===== src/rtl/amp_gain_defines.vh =====
`ifndef AMP_GAIN_DEFINES_VH
`define AMP_GAIN_DEFINES_VH

// ****************************************************************
// Register addresses
// ****************************************************************
`define ADDR_W                 8
`define DATA_W                 16
`define ADDR_OFFSET_CTRL       8'h01
`define ADDR_GAIN_STATUS       8'h02
`define ADDR_GAIN_MODE         8'hc4
`define ADDR_ODD_GAIN_SELECT   8'hd9

// ****************************************************************
// Field positions
// ****************************************************************
`define ADD_OFFSET_BIT         0
`define IND_ENABLE_BIT         15
`define GLOBAL_GAIN_LSB        0
`define GLOBAL_GAIN_MSB        1
`define STAT_RESERVED_BIT      0
`define STAT_ENABLE_BIT        1
`define STAT_OFFSET_BIT        2

// ****************************************************************
// Reset values
// ****************************************************************
`define GAIN_SELECT_RESET      16'h0000
`define GAIN_MODE_RESET        16'h0000
`define OFFSET_CTRL_RESET      1'b0

// ****************************************************************
// Gain codes and their values in dB
// ****************************************************************
`define GAIN_CODE_18DB         2'h0
`define GAIN_CODE_24DB         2'h1
`define GAIN_CODE_12DB         2'h2
`define GAIN_CODE_RESERVED     2'h3
`define GAIN_DB_W              5
`define GAIN_DB_18             5'h12
`define GAIN_DB_24             5'h18
`define GAIN_DB_12             5'h0c
`define GAIN_DB_NONE           5'h00

`endif


===== src/rtl/gain_field_bank.v =====
`timescale 1ns/1ps
`default_nettype none

// ****************************************************************
// One 16-bit bank of 2-bit gain fields
// ****************************************************************
module gain_field_bank #(
  parameter WIDTH = 16
) (
  input  wire             mclk,
  input  wire             rst,
  input  wire             wr_en,
  input  wire [WIDTH-1:0] wr_data,
  output reg  [WIDTH-1:0] fields_q
);

  always @(posedge mclk or posedge rst) begin
    if (rst) begin
      fields_q <= {WIDTH{1'b0}};
    end else if (wr_en) begin
      fields_q <= wr_data;
    end
  end

endmodule // gain_field_bank

`default_nettype wire


===== src/rtl/amp_gain_select_regs.v =====
// Notes on behaviour
// - Eight 2-bit odd-channel gain fields, reset zero.
// - Codes: 00=18dB, 01=24dB, 10=12dB, 11 reserved.
// - Per-channel fields apply only while enable set.
// - Writes reach odd channels only with offset set.
//
// Chosen here: the address-and-strobe port and the placing of the registers.
`timescale 1ns/1ps
`default_nettype none
`include "amp_gain_defines.vh"

module amp_gain_select_regs #(
  parameter NUM_CH = 16
) (
  input  wire                             mclk,
  input  wire                             rst,
  input  wire [`ADDR_W-1:0]               addr,
  input  wire [`DATA_W-1:0]               wdata,
  input  wire                             wr,
  input  wire                             rd,
  output reg  [`DATA_W-1:0]               rdata_q,
  output reg  [2*NUM_CH-1:0]              amp_gain_code_q,
  output reg  [`GAIN_DB_W*NUM_CH-1:0]     amp_gain_db_q,
  output reg                              per_channel_gain_enable_q,
  output reg                              add_offset_q,
  output reg                              reserved_code_seen_q
);

  // ****************************************************************
  // Helper functions
  // ****************************************************************

  // Reserved code maps to zero dB so that it never looks like a gain.
  function [`GAIN_DB_W-1:0] code_to_db;
    input [1:0] code;
    begin
      case (code)
        `GAIN_CODE_18DB: code_to_db = `GAIN_DB_18;
        `GAIN_CODE_24DB: code_to_db = `GAIN_DB_24;
        `GAIN_CODE_12DB: code_to_db = `GAIN_DB_12;
        default:         code_to_db = `GAIN_DB_NONE;
      endcase
    end
  endfunction

  function has_reserved;
    input [`DATA_W-1:0] word;
    integer k;
    begin
      has_reserved = 1'b0;
      for (k = 0; k < `DATA_W/2; k = k + 1) begin
        if (word[2*k +: 2] == `GAIN_CODE_RESERVED) begin
          has_reserved = 1'b1;
        end
      end
    end
  endfunction

  // Both banks share one layout, so the pair of channel ch sits at
  // twice its rank within its bank, for odd and even channels alike.
  function [1:0] field_at;
    input [`DATA_W-1:0] word;
    input integer       ch;
    begin
      field_at = word[2*(ch/2) +: 2];
    end
  endfunction

  // Status image: the flag beside mirrors of both control bits, so
  // one read tells software whether a field write would take effect.
  function [`DATA_W-1:0] status_word;
    input flag;
    input enable;
    input offset;
    begin
      status_word                     = {`DATA_W{1'b0}};
      status_word[`STAT_RESERVED_BIT] = flag;
      status_word[`STAT_ENABLE_BIT]   = enable;
      status_word[`STAT_OFFSET_BIT]   = offset;
    end
  endfunction

  // Mode image: only the enable bit and the global code are kept;
  // every other bit of the mode word reads back as zero.
  function [`DATA_W-1:0] mode_word;
    input       enable;
    input [1:0] glob_code;
    begin
      mode_word = {`DATA_W{1'b0}};
      mode_word[`IND_ENABLE_BIT] = enable;
      mode_word[`GLOBAL_GAIN_MSB:`GLOBAL_GAIN_LSB] = glob_code;
    end
  endfunction

  // ****************************************************************
  // Address decode
  // ****************************************************************
  wire hit_offset = (addr == `ADDR_OFFSET_CTRL);
  wire hit_status = (addr == `ADDR_GAIN_STATUS);
  wire hit_mode   = (addr == `ADDR_GAIN_MODE);
  wire hit_select = (addr == `ADDR_ODD_GAIN_SELECT);

  // Routing of the shared gain-select address between the two banks.
  wire wr_odd_bank  = wr & hit_select & add_offset_q;
  wire wr_even_bank = wr & hit_select & ~add_offset_q;

  // ****************************************************************
  // Gain field banks
  // ****************************************************************
  wire [`DATA_W-1:0] odd_fields;
  wire [`DATA_W-1:0] even_fields;

  // Odd bank: channel 15 in bits 15:14 down to channel 1 in 1:0.
  gain_field_bank #(
    .WIDTH  (`DATA_W)
  ) u_odd_bank (
    .mclk     (mclk),
    .rst      (rst),
    .wr_en    (wr_odd_bank),
    .wr_data  (wdata),
    .fields_q (odd_fields)
  );

  // Even bank: same layout, channel 14 down to channel 0.
  gain_field_bank #(
    .WIDTH  (`DATA_W)
  ) u_even_bank (
    .mclk     (mclk),
    .rst      (rst),
    .wr_en    (wr_even_bank),
    .wr_data  (wdata),
    .fields_q (even_fields)
  );

  // ****************************************************************
  // Control registers
  // ****************************************************************
  // The mode word's reset image is kept whole, so that every field of
  // it takes its reset value from one place.
  localparam [`DATA_W-1:0] MODE_RESET = `GAIN_MODE_RESET;

  reg       add_offset_d;
  reg       per_channel_gain_enable_d;
  reg [1:0] global_gain_q;
  reg [1:0] global_gain_d;

  // The offset bit picks the bank that the shared address reaches; a
  // write that changes it lands one edge before the next bank access.
  always @* begin
    add_offset_d = add_offset_q;
    if (wr && hit_offset) begin
      add_offset_d = wdata[`ADD_OFFSET_BIT];
    end
  end

  always @* begin
    per_channel_gain_enable_d = per_channel_gain_enable_q;
    global_gain_d             = global_gain_q;
    if (wr && hit_mode) begin
      per_channel_gain_enable_d = wdata[`IND_ENABLE_BIT];
      global_gain_d = wdata[`GLOBAL_GAIN_MSB:`GLOBAL_GAIN_LSB];
    end
  end

  always @(posedge mclk or posedge rst) begin
    if (rst) begin
      add_offset_q <= `OFFSET_CTRL_RESET;
    end else begin
      add_offset_q <= add_offset_d;
    end
  end

  always @(posedge mclk or posedge rst) begin
    if (rst) begin
      per_channel_gain_enable_q <= MODE_RESET[`IND_ENABLE_BIT];
      global_gain_q <= MODE_RESET[`GLOBAL_GAIN_MSB:`GLOBAL_GAIN_LSB];
    end else begin
      per_channel_gain_enable_q <= per_channel_gain_enable_d;
      global_gain_q             <= global_gain_d;
    end
  end

  // ****************************************************************
  // Reserved-code flag
  // ****************************************************************
  // A reserved code written in the same cycle as a clear still sets
  // the flag, so no reserved code written to either bank goes unnoticed.
  wire reserved_write = (wr_odd_bank | wr_even_bank) & has_reserved(wdata);
  wire reserved_clear = wr & hit_status & wdata[`STAT_RESERVED_BIT];
  reg  reserved_code_seen_d;

  always @* begin
    reserved_code_seen_d = reserved_code_seen_q;
    if (reserved_write) begin
      reserved_code_seen_d = 1'b1;
    end else if (reserved_clear) begin
      reserved_code_seen_d = 1'b0;
    end
  end

  always @(posedge mclk or posedge rst) begin
    if (rst) begin
      reserved_code_seen_q <= 1'b0;
    end else begin
      reserved_code_seen_q <= reserved_code_seen_d;
    end
  end

  // ****************************************************************
  // Applied gain per channel
  // ****************************************************************
  // A channel whose selected code is reserved keeps its last good
  // gain rather than moving the amplifier to an undefined setting.
  reg [2*NUM_CH-1:0]          code_d;
  reg [`GAIN_DB_W*NUM_CH-1:0] db_d;
  reg [1:0]                   pick;
  integer                     c;
  integer                     n;

  // While per-channel gain is enabled, odd channels draw from the odd bank and even ones
  // from the even bank, else all take the global code; pick is the code that the channel would move to.
  always @* begin
    code_d = amp_gain_code_q;
    pick   = 2'h0;
    for (c = 0; c < NUM_CH; c = c + 1) begin
      if (per_channel_gain_enable_q) begin
        if (c % 2 == 1) begin
          pick = field_at(odd_fields, c);
        end else begin
          pick = field_at(even_fields, c);
        end
      end else begin
        pick = global_gain_q;
      end
      if (pick != `GAIN_CODE_RESERVED) begin
        code_d[2*c +: 2] = pick;
      end
    end
  end

  // The dB view is derived from the next code and never kept apart
  // from it, so the two outputs cannot disagree for even one cycle.
  always @* begin
    db_d = {`GAIN_DB_W*NUM_CH{1'b0}};
    for (n = 0; n < NUM_CH; n = n + 1) begin
      db_d[`GAIN_DB_W*n +: `GAIN_DB_W] = code_to_db(code_d[2*n +: 2]);
    end
  end

  // Both applied views load on the same edge, so the amplifier never
  // sees a code and a dB figure that come from different writes.
  always @(posedge mclk or posedge rst) begin
    if (rst) begin
      amp_gain_code_q <= {NUM_CH{`GAIN_CODE_18DB}};
    end else begin
      amp_gain_code_q <= code_d;
    end
  end

  always @(posedge mclk or posedge rst) begin
    if (rst) begin
      amp_gain_db_q <= {NUM_CH{`GAIN_DB_18}};
    end else begin
      amp_gain_db_q <= db_d;
    end
  end

  // ****************************************************************
  // Read path
  // ****************************************************************
  // Read data stand for exactly one cycle after the strobe; zero
  // otherwise, and zero for any unmapped address.
  reg [`DATA_W-1:0] rdata_d;

  always @* begin
    rdata_d = {`DATA_W{1'b0}};
    if (rd) begin
      if (hit_offset) begin
        rdata_d[`ADD_OFFSET_BIT] = add_offset_q;
      end else if (hit_status) begin
        rdata_d = status_word(reserved_code_seen_q,
                              per_channel_gain_enable_q, add_offset_q);
      end else if (hit_mode) begin
        rdata_d = mode_word(per_channel_gain_enable_q, global_gain_q);
      end else if (hit_select) begin
        if (add_offset_q) begin
          rdata_d = odd_fields;
        end else begin
          rdata_d = even_fields;
        end
      end
    end
  end

  always @(posedge mclk or posedge rst) begin
    if (rst) begin
      rdata_q <= {`DATA_W{1'b0}};
    end else begin
      rdata_q <= rdata_d;
    end
  end

endmodule // amp_gain_select_regs

`default_nettype wire


===== config.mk =====
export PLATFORM = sky130hd
export DESIGN_NAME = amp_gain_select_regs
export DESIGN_NICKNAME = d
export VERILOG_FILES = /design/src/rtl/gain_field_bank.v /design/src/rtl/amp_gain_select_regs.v
export VERILOG_INCLUDE_DIRS = /design/src /design/src/rtl
export SDC_FILE = /design/constraint.sdc
export NUM_CORES = 1
export LEC_CHECK = 0
export BUFFER_PORTS_ARGS = -buffer_cell sky130_fd_sc_hd__buf_2
export CORE_AREA = 3 3 118 120
export DETAILED_ROUTE_END_ITERATION = 12
export DIE_AREA = 0 0 121 123
export PLACE_DENSITY = 0.79
export SLEW_MARGIN = 5
export SYNTH_ARGS = -nofsm -noshare
export SYNTH_HDL_FRONTEND = slang
export SYNTH_SLANG_ARGS = --single-unit

===== constraint.sdc =====
create_clock -name mclk -period 4.5 [get_ports mclk]
set_input_delay 0.45 -clock mclk [delete_from_list [all_inputs] [get_ports mclk]]
set_output_delay 0.45 -clock mclk [all_outputs]
set_load 0.02 [all_outputs]

# After elaboration in Yosys (flattened, before gate mapping)

Index checks and enable logic that the tools add are counted.

Input bits: 28
Logic and storage cells: 161
Output and inout bits: 131
Register bits: 165

Eq/ne operators: 60
Bitwise operators: 8
Reduce and logical (&&, ||, !) cells: 19
Mux-type cells: 65

Operators with widths:

| kind               | number |
|---|---|
| $pmux 5 s3         | 16 |
| $mux 16            | 5 |
| $mux 2             | 32 |
| $eq 2x2->1 const B | 24 |
| $eq 2x1->1 const B | 16 |
| $logic_not 2->1    | 16 |
| $ne 2x2->1 const B | 16 |
| $eq 8x8->1 const B | 2 |
| $mux 15            | 1 |
| $mux 1             | 11 |
| $eq 8x1->1 const B | 1 |
| $eq 8x2->1 const B | 1 |
| $and 1x1->1        | 6 |
| $logic_and 1x1->1  | 2 |
| $reduce_bool 2->1  | 1 |
| $not 1->1          | 1 |
| $or 1x1->1         | 1 |

# Depth between registers and ports, before layout

Depth in word-level cells: 11
Mapped depth: 8
Gate-level depth less buffers: 6

# Modules after synthesis

From an unflattened synthesis, not the netlist that was laid out.

Cell total of the unflattened synthesis: 517
Area, all modules: 6470.0 um^2

By module, submodules not included:

| module               | area an instance (um^2) | instances | cells each | seq. area each (um^2) |
|---|---|---|---|---|
| amp_gain_select_regs | 5163.7                  | 1         | 447        | 2967.8 |
| gain_field_bank      | 653.1                   | 2         | 35         | 400.4 |

# Worst setup path after synthesis

OpenSTA, ideal clock, no wires.

Path kind: input to register
Start: input port addr[5]
End: register u_even_bank.fields_q[0]
Library setup time: 0.125 ns
Stages: 7
Slack: 2.687 ns
Required time: 4.375 ns
Buffers on the path: 3
Data arrival time: 1.688 ns
Cells stage by stage: nand4bb_1 -> nor2b_4 -> buf_6 -> and3b_1 -> buf_6 -> buf_12 -> mux2_4

Longest elaborated chain between the ends: 3

RTL lines:

| element                  | line                       | source |
|---|---|---|
| start, declared          | amp_gain_select_regs.v:17  | `` input wire [`ADDR_W-1:0] addr, `` |
| $eq 8x8->1 (no line)     | -                          |  |
| $and 1x1->1 (2 in a row) | amp_gain_select_regs.v:105 | `wire wr_even_bank = wr & hit_select & ~add_offset_q;` |
| end signal, assigned     | gain_field_bank.v:19       | `fields_q <= {WIDTH{1'b0}};` |
| end signal, assigned     | gain_field_bank.v:21       | `fields_q <= wr_data;` |
| end, declared            | gain_field_bank.v:14       | `output reg [WIDTH-1:0] fields_q` |

No other way between the ends.
A chain may end at the register's enable or synchronous reset.

# Final worst setup path

Start: register global_gain_q[0]
End: register amp_gain_db_q[68]

Longest elaborated chain between the ends: 5
Elaborated cells between the ends (all ways): 7
Classes of those cells: 3 x eq/ne; 3 x mux; 1 x reduce/logical

RTL lines:

| element                                  | line                       | source |
|---|---|---|
| start, declared                          | amp_gain_select_regs.v:144 | `reg [1:0] global_gain_q;` |
| start signal, assigned                   | amp_gain_select_regs.v:176 | `` global_gain_q <= MODE_RESET[`GLOBAL_GAIN_MSB:`GLOBAL_GAIN_LSB]; `` |
| start signal, assigned                   | amp_gain_select_regs.v:179 | `global_gain_q <= global_gain_d;` |
| $mux 2 (*)                               | amp_gain_select_regs.v:226 | `if (per_channel_gain_enable_q) begin` |
| $ne 2x2->1 (no line) (*)                 | -                          |  |
| $mux 2 (*)                               | amp_gain_select_regs.v:235 | `` if (pick != `GAIN_CODE_RESERVED) begin `` |
| net code_d[27]                           | amp_gain_select_regs.v:214 | `reg [2*NUM_CH-1:0] code_d;` |
| $eq 2x2->1, or another cell as far along | amp_gain_select_regs.v:37  | `case (code)` |
| $pmux 5 s3 (*)                           | amp_gain_select_regs.v:37  |  |
| net db_d[68]                             | amp_gain_select_regs.v:215 | `` reg [`GAIN_DB_W*NUM_CH-1:0] db_d; `` |
| end signal, assigned                     | amp_gain_select_regs.v:262 | `` amp_gain_db_q <= {NUM_CH{`GAIN_DB_18}}; `` |
| end, declared                            | amp_gain_select_regs.v:23  | `` output reg [`GAIN_DB_W*NUM_CH-1:0] amp_gain_db_q, `` |

The timed path passes the listed nets; every way through them passes the cells marked *.

==> run_results.csv <==
group,metric,value,unit
clock_network,htreeDepth,4,
setup_path,critical_path_class,"reg -> reg",
synthesis,synth_common_cells,"117 x dfrtp_1, 85 x inv_1, 66 x o21ai_0, 33 x o211ai_1",
synthesis,synth.mux.area_fraction,0.0927,
clock_network,cts_tree,"built",
global_routing,grt_usage,0.198,
synthesis,yosys.area_share.simple,0.0331,
synthesis,yosys.area.top_type_share,0.473,
placed_design,port_buffers,142,
timing,fin_skew,0.00767,ns
timing,hold_violations,0,
final_layout,layout-drive-gt1-share,0.379,
setup_path,cp.depth,5,
timing,max_freq,395,MHz
setup_path,cp_max_fo,19,
job,maxCapViolCount,0,
floorplan,die_h,123,µm
timing,finalSetupTns,0,ns
setup_path,required,4.83,ns
routing,viasPerCell,5.15,
clock_network,cts-root-buf,"clkbuf_16",
clock_network,clockBufferDepth,2,
pwr,total_power,0.00330,W
final_layout,fillerInstances,1024,
synthesis,synth_edf_count,0,
placed_design,dpl.cell_count,801,
floorplan,ioPinCount,159,
synthesis,yosysMostFrequentCell,"dfrtp_1",
min_path,hold_path_class,"in -> async",
setup_path,crit_family,"flip-flops",
timing,fin_hold_ws,0.245,ns
clock_network,cts-hold-fix-buffers,0,
timing,worst_slack,1.97,ns
floorplan,start_util,0.473,
global_routing,antenna_found_initial,0,
timing,worstMarginPinSlew,1.06,ns
clock_network,clkTransAtPathRegs,0.06,ns
synthesis,syn_area_per_cell,12.3,µm²
synthesis,async_flop_share,1.00,
timing,rsz0062_at_grt,"false",
routing,ant_nets,0,
routing,first_iter_violations,374,
synthesis,synthCells,503,
setup_path,slowest_delay,0.88,ns
routing,route.detailed.drc,0,
clock_network,cts_buffers,17,
routing,route.vias.total,4293,
timing,finalCritPeriodShare,0.562,
timing,finalSetupViolations,0,
floorplan,die_w,121,µm
synthesis,synth_xor_area_frac,0,
placed_design,gp_congestion,0.798,
global_routing,grt_max_degree,115,
setup_path,crit_chain,"inv_1, o21ai_0, o21ai_0, ha_1, inv_1",
clock_network,clk_latency,0.42,ns
clock_network,cts_num_sinks,149,
setup_path,worstPathArrival,2.86,ns
synthesis,synth_cell_type_count,34,
floorplan,row_count,42,
setup_path,crit_slowest_cell,"dfrtp_1",
floorplan,dieArea,0.0149,mm²
setup_path,worstRegToRegCells,5,
synthesis,synth_area_leaders,"dfrtp_1 47%, dfstp_2 14%, ha_1 6.5%",
timing,slew_violations,0,
global_routing,grt-ovfl-total,0,
clock_network,cts_post_setup_buffers_inserted,0,
synthesis,syn_area,0.00619,mm²
synthesis,yosysTopAreaCell,"dfrtp_1",
synthesis,synth_compound_area_frac,0.110,
clock_network,cts_resized,0,
setup_path,r2r_start,"global_gain_q[0]",
final_layout,fin_cells,833,
pwr,p_per_area,433,mW/mm²
setup_path,endpoint_kind,"register",
final_layout,area_delta_synth_final,22.9,%
synthesis,synth_warnings,0,
global_routing,grt_pass1_wl,22.3,mm
setup_path,crit_path_start_kind,"register",
pwr,max-vdd-ir-drop,0.000260,V
floorplan,coreArea,0.0131,mm²
synthesis,ys_seq_elements,149,
final_layout,antenna_cells,0,
placed_design,place_ws,2.00,ns
final_layout,nets,704,
synthesis,ys.flop_type,"dfrtp_1",
setup_path,worst-path-buf-inv,2,
setup_path,regToRegSetupSlack,1.97,ns
routing,drt_wl_total,14.5,mm
routing,dr.pass1.iters,5,
timing,slew_headroom,0.291,
placed_design,dpl.hpwl,9.72,mm
global_routing,grt_pass1_vias,4374,
setup_path,worstReg2RegEnd,"amp_gain_db_q[68]",
synthesis,synth_top_family_by_area,"compound AO/OA/AOI/OAI gates",
synthesis,yosys.area_share.adder,0.0646,
outcome,status,"complete, no violations",
pwr,p_leak,3.76,nW
routing,wl_per_cell,17.4,µm
timing,period_needed,2.53,ns
synthesis,yosysSeqAreaShare,0.608,
-- registers in the layout, summed over array words and instances, names as in the netlist --
register / count
global_gain_q: 2
per_channel_gain_enable_q: 1
u_even_bank.fields_q: 16
u_odd_bank.fields_q: 16
reserved_code_seen_q: 1
amp_gain_db_q: 64
add_offset_q: 1
rdata_q: 16
amp_gain_code_q: 32
-- cell families (layout without fill, tap and decap cells) --
family                     after synthesis  after routing
adders and majority gates               32             32
and+or+nand+nor                         36             36
muxes                                   49             49
AOI/OAI and AO/OA                      114            114
other                                    1             16
DFF                                    149            149
buffers and inverters                  122            261
-- cell usage in the layout (no fill, tap or decap), types with 2 or more instances in the layout --
cell / instances
dfrtp_1: 116
nand3_1: 3
dfstp_2: 32
o21ai_0: 66
a21oi_1: 3
nor4b_1: 3
inv_1: 84
o211ai_1: 33
nor2_1: 13
a22oi_1: 7
clkinvlp_4: 4
ha_1: 32
buf_2: 142
clkbuf_16: 17
mux2_4: 10
conb_1: 16
o21ai_1: 2
inv_6: 2
bufinv_16: 5
buf_4: 2
nand2_1: 8
clkinv_2: 3
nand4_1: 2
mux2i_1: 12
mux2_2: 27
-- worst max-delay path by stage --
stage	slack, ns	to	start
3_3_place_gp	2.04	u_even_bank.fields_q[14]	addr[5]
6_report	1.97	amp_gain_db_q[68]	global_gain_q[0]
4_1_cts	2.02	amp_gain_db_q[78]	global_gain_q[1]
3_5_place_dp	2.00	u_even_bank.fields_q[14]	addr[5]
5_1_grt	1.83	amp_gain_db_q[68]	global_gain_q[0]
2_1_floorplan	0.09	add_offset_q	rst
-- layout make-up --
type | count | area, µm² | area share
Clock inverter | 13 | 204 | 0.0268
Inverter | 85 | 324 | 0.0426
Tap cell | 176 | 220 | 0.0289
Timing Repair Buffer | 144 | 726 | 0.0953
Multi-Input combinational cell | 247 | 1920 | 0.253
Clock buffer | 19 | 443 | 0.0582
Sequential cell | 149 | 3770 | 0.495
-- report_power, final --
part / leakage, nW / switching, W / internal [W]
registers: 1.95 / 0.0000449 / 0.00142
clock network: 0.305 / 0.000545 / 0.000996
logic: 1.51 / 0.000204 / 0.0000869
-- layer usage --
metal / vias up / part of all wire / GRT usage / routed length, µm
li1: 1935 / - / - / -
met1: 2144 / 0.37 / 0.223 / 5400
met2: 177 / 0.52 / 0.347 / 7540
met3: 37 / 0.075 / 0.0567 / 1080
met4: 0 / 0.031 / 0.0928 / 446
met5: - / 0 / 0 / 0
-- through the flow --
stage                util  cell area [µm²]
floorplan               -             6250
global placement    0.532             6960
detailed placement  0.532             6960
CTS                 0.582             7610
global route        0.582             7610
finish              0.582             7610
No activity file was read; power rests on OpenSTA's default activity.
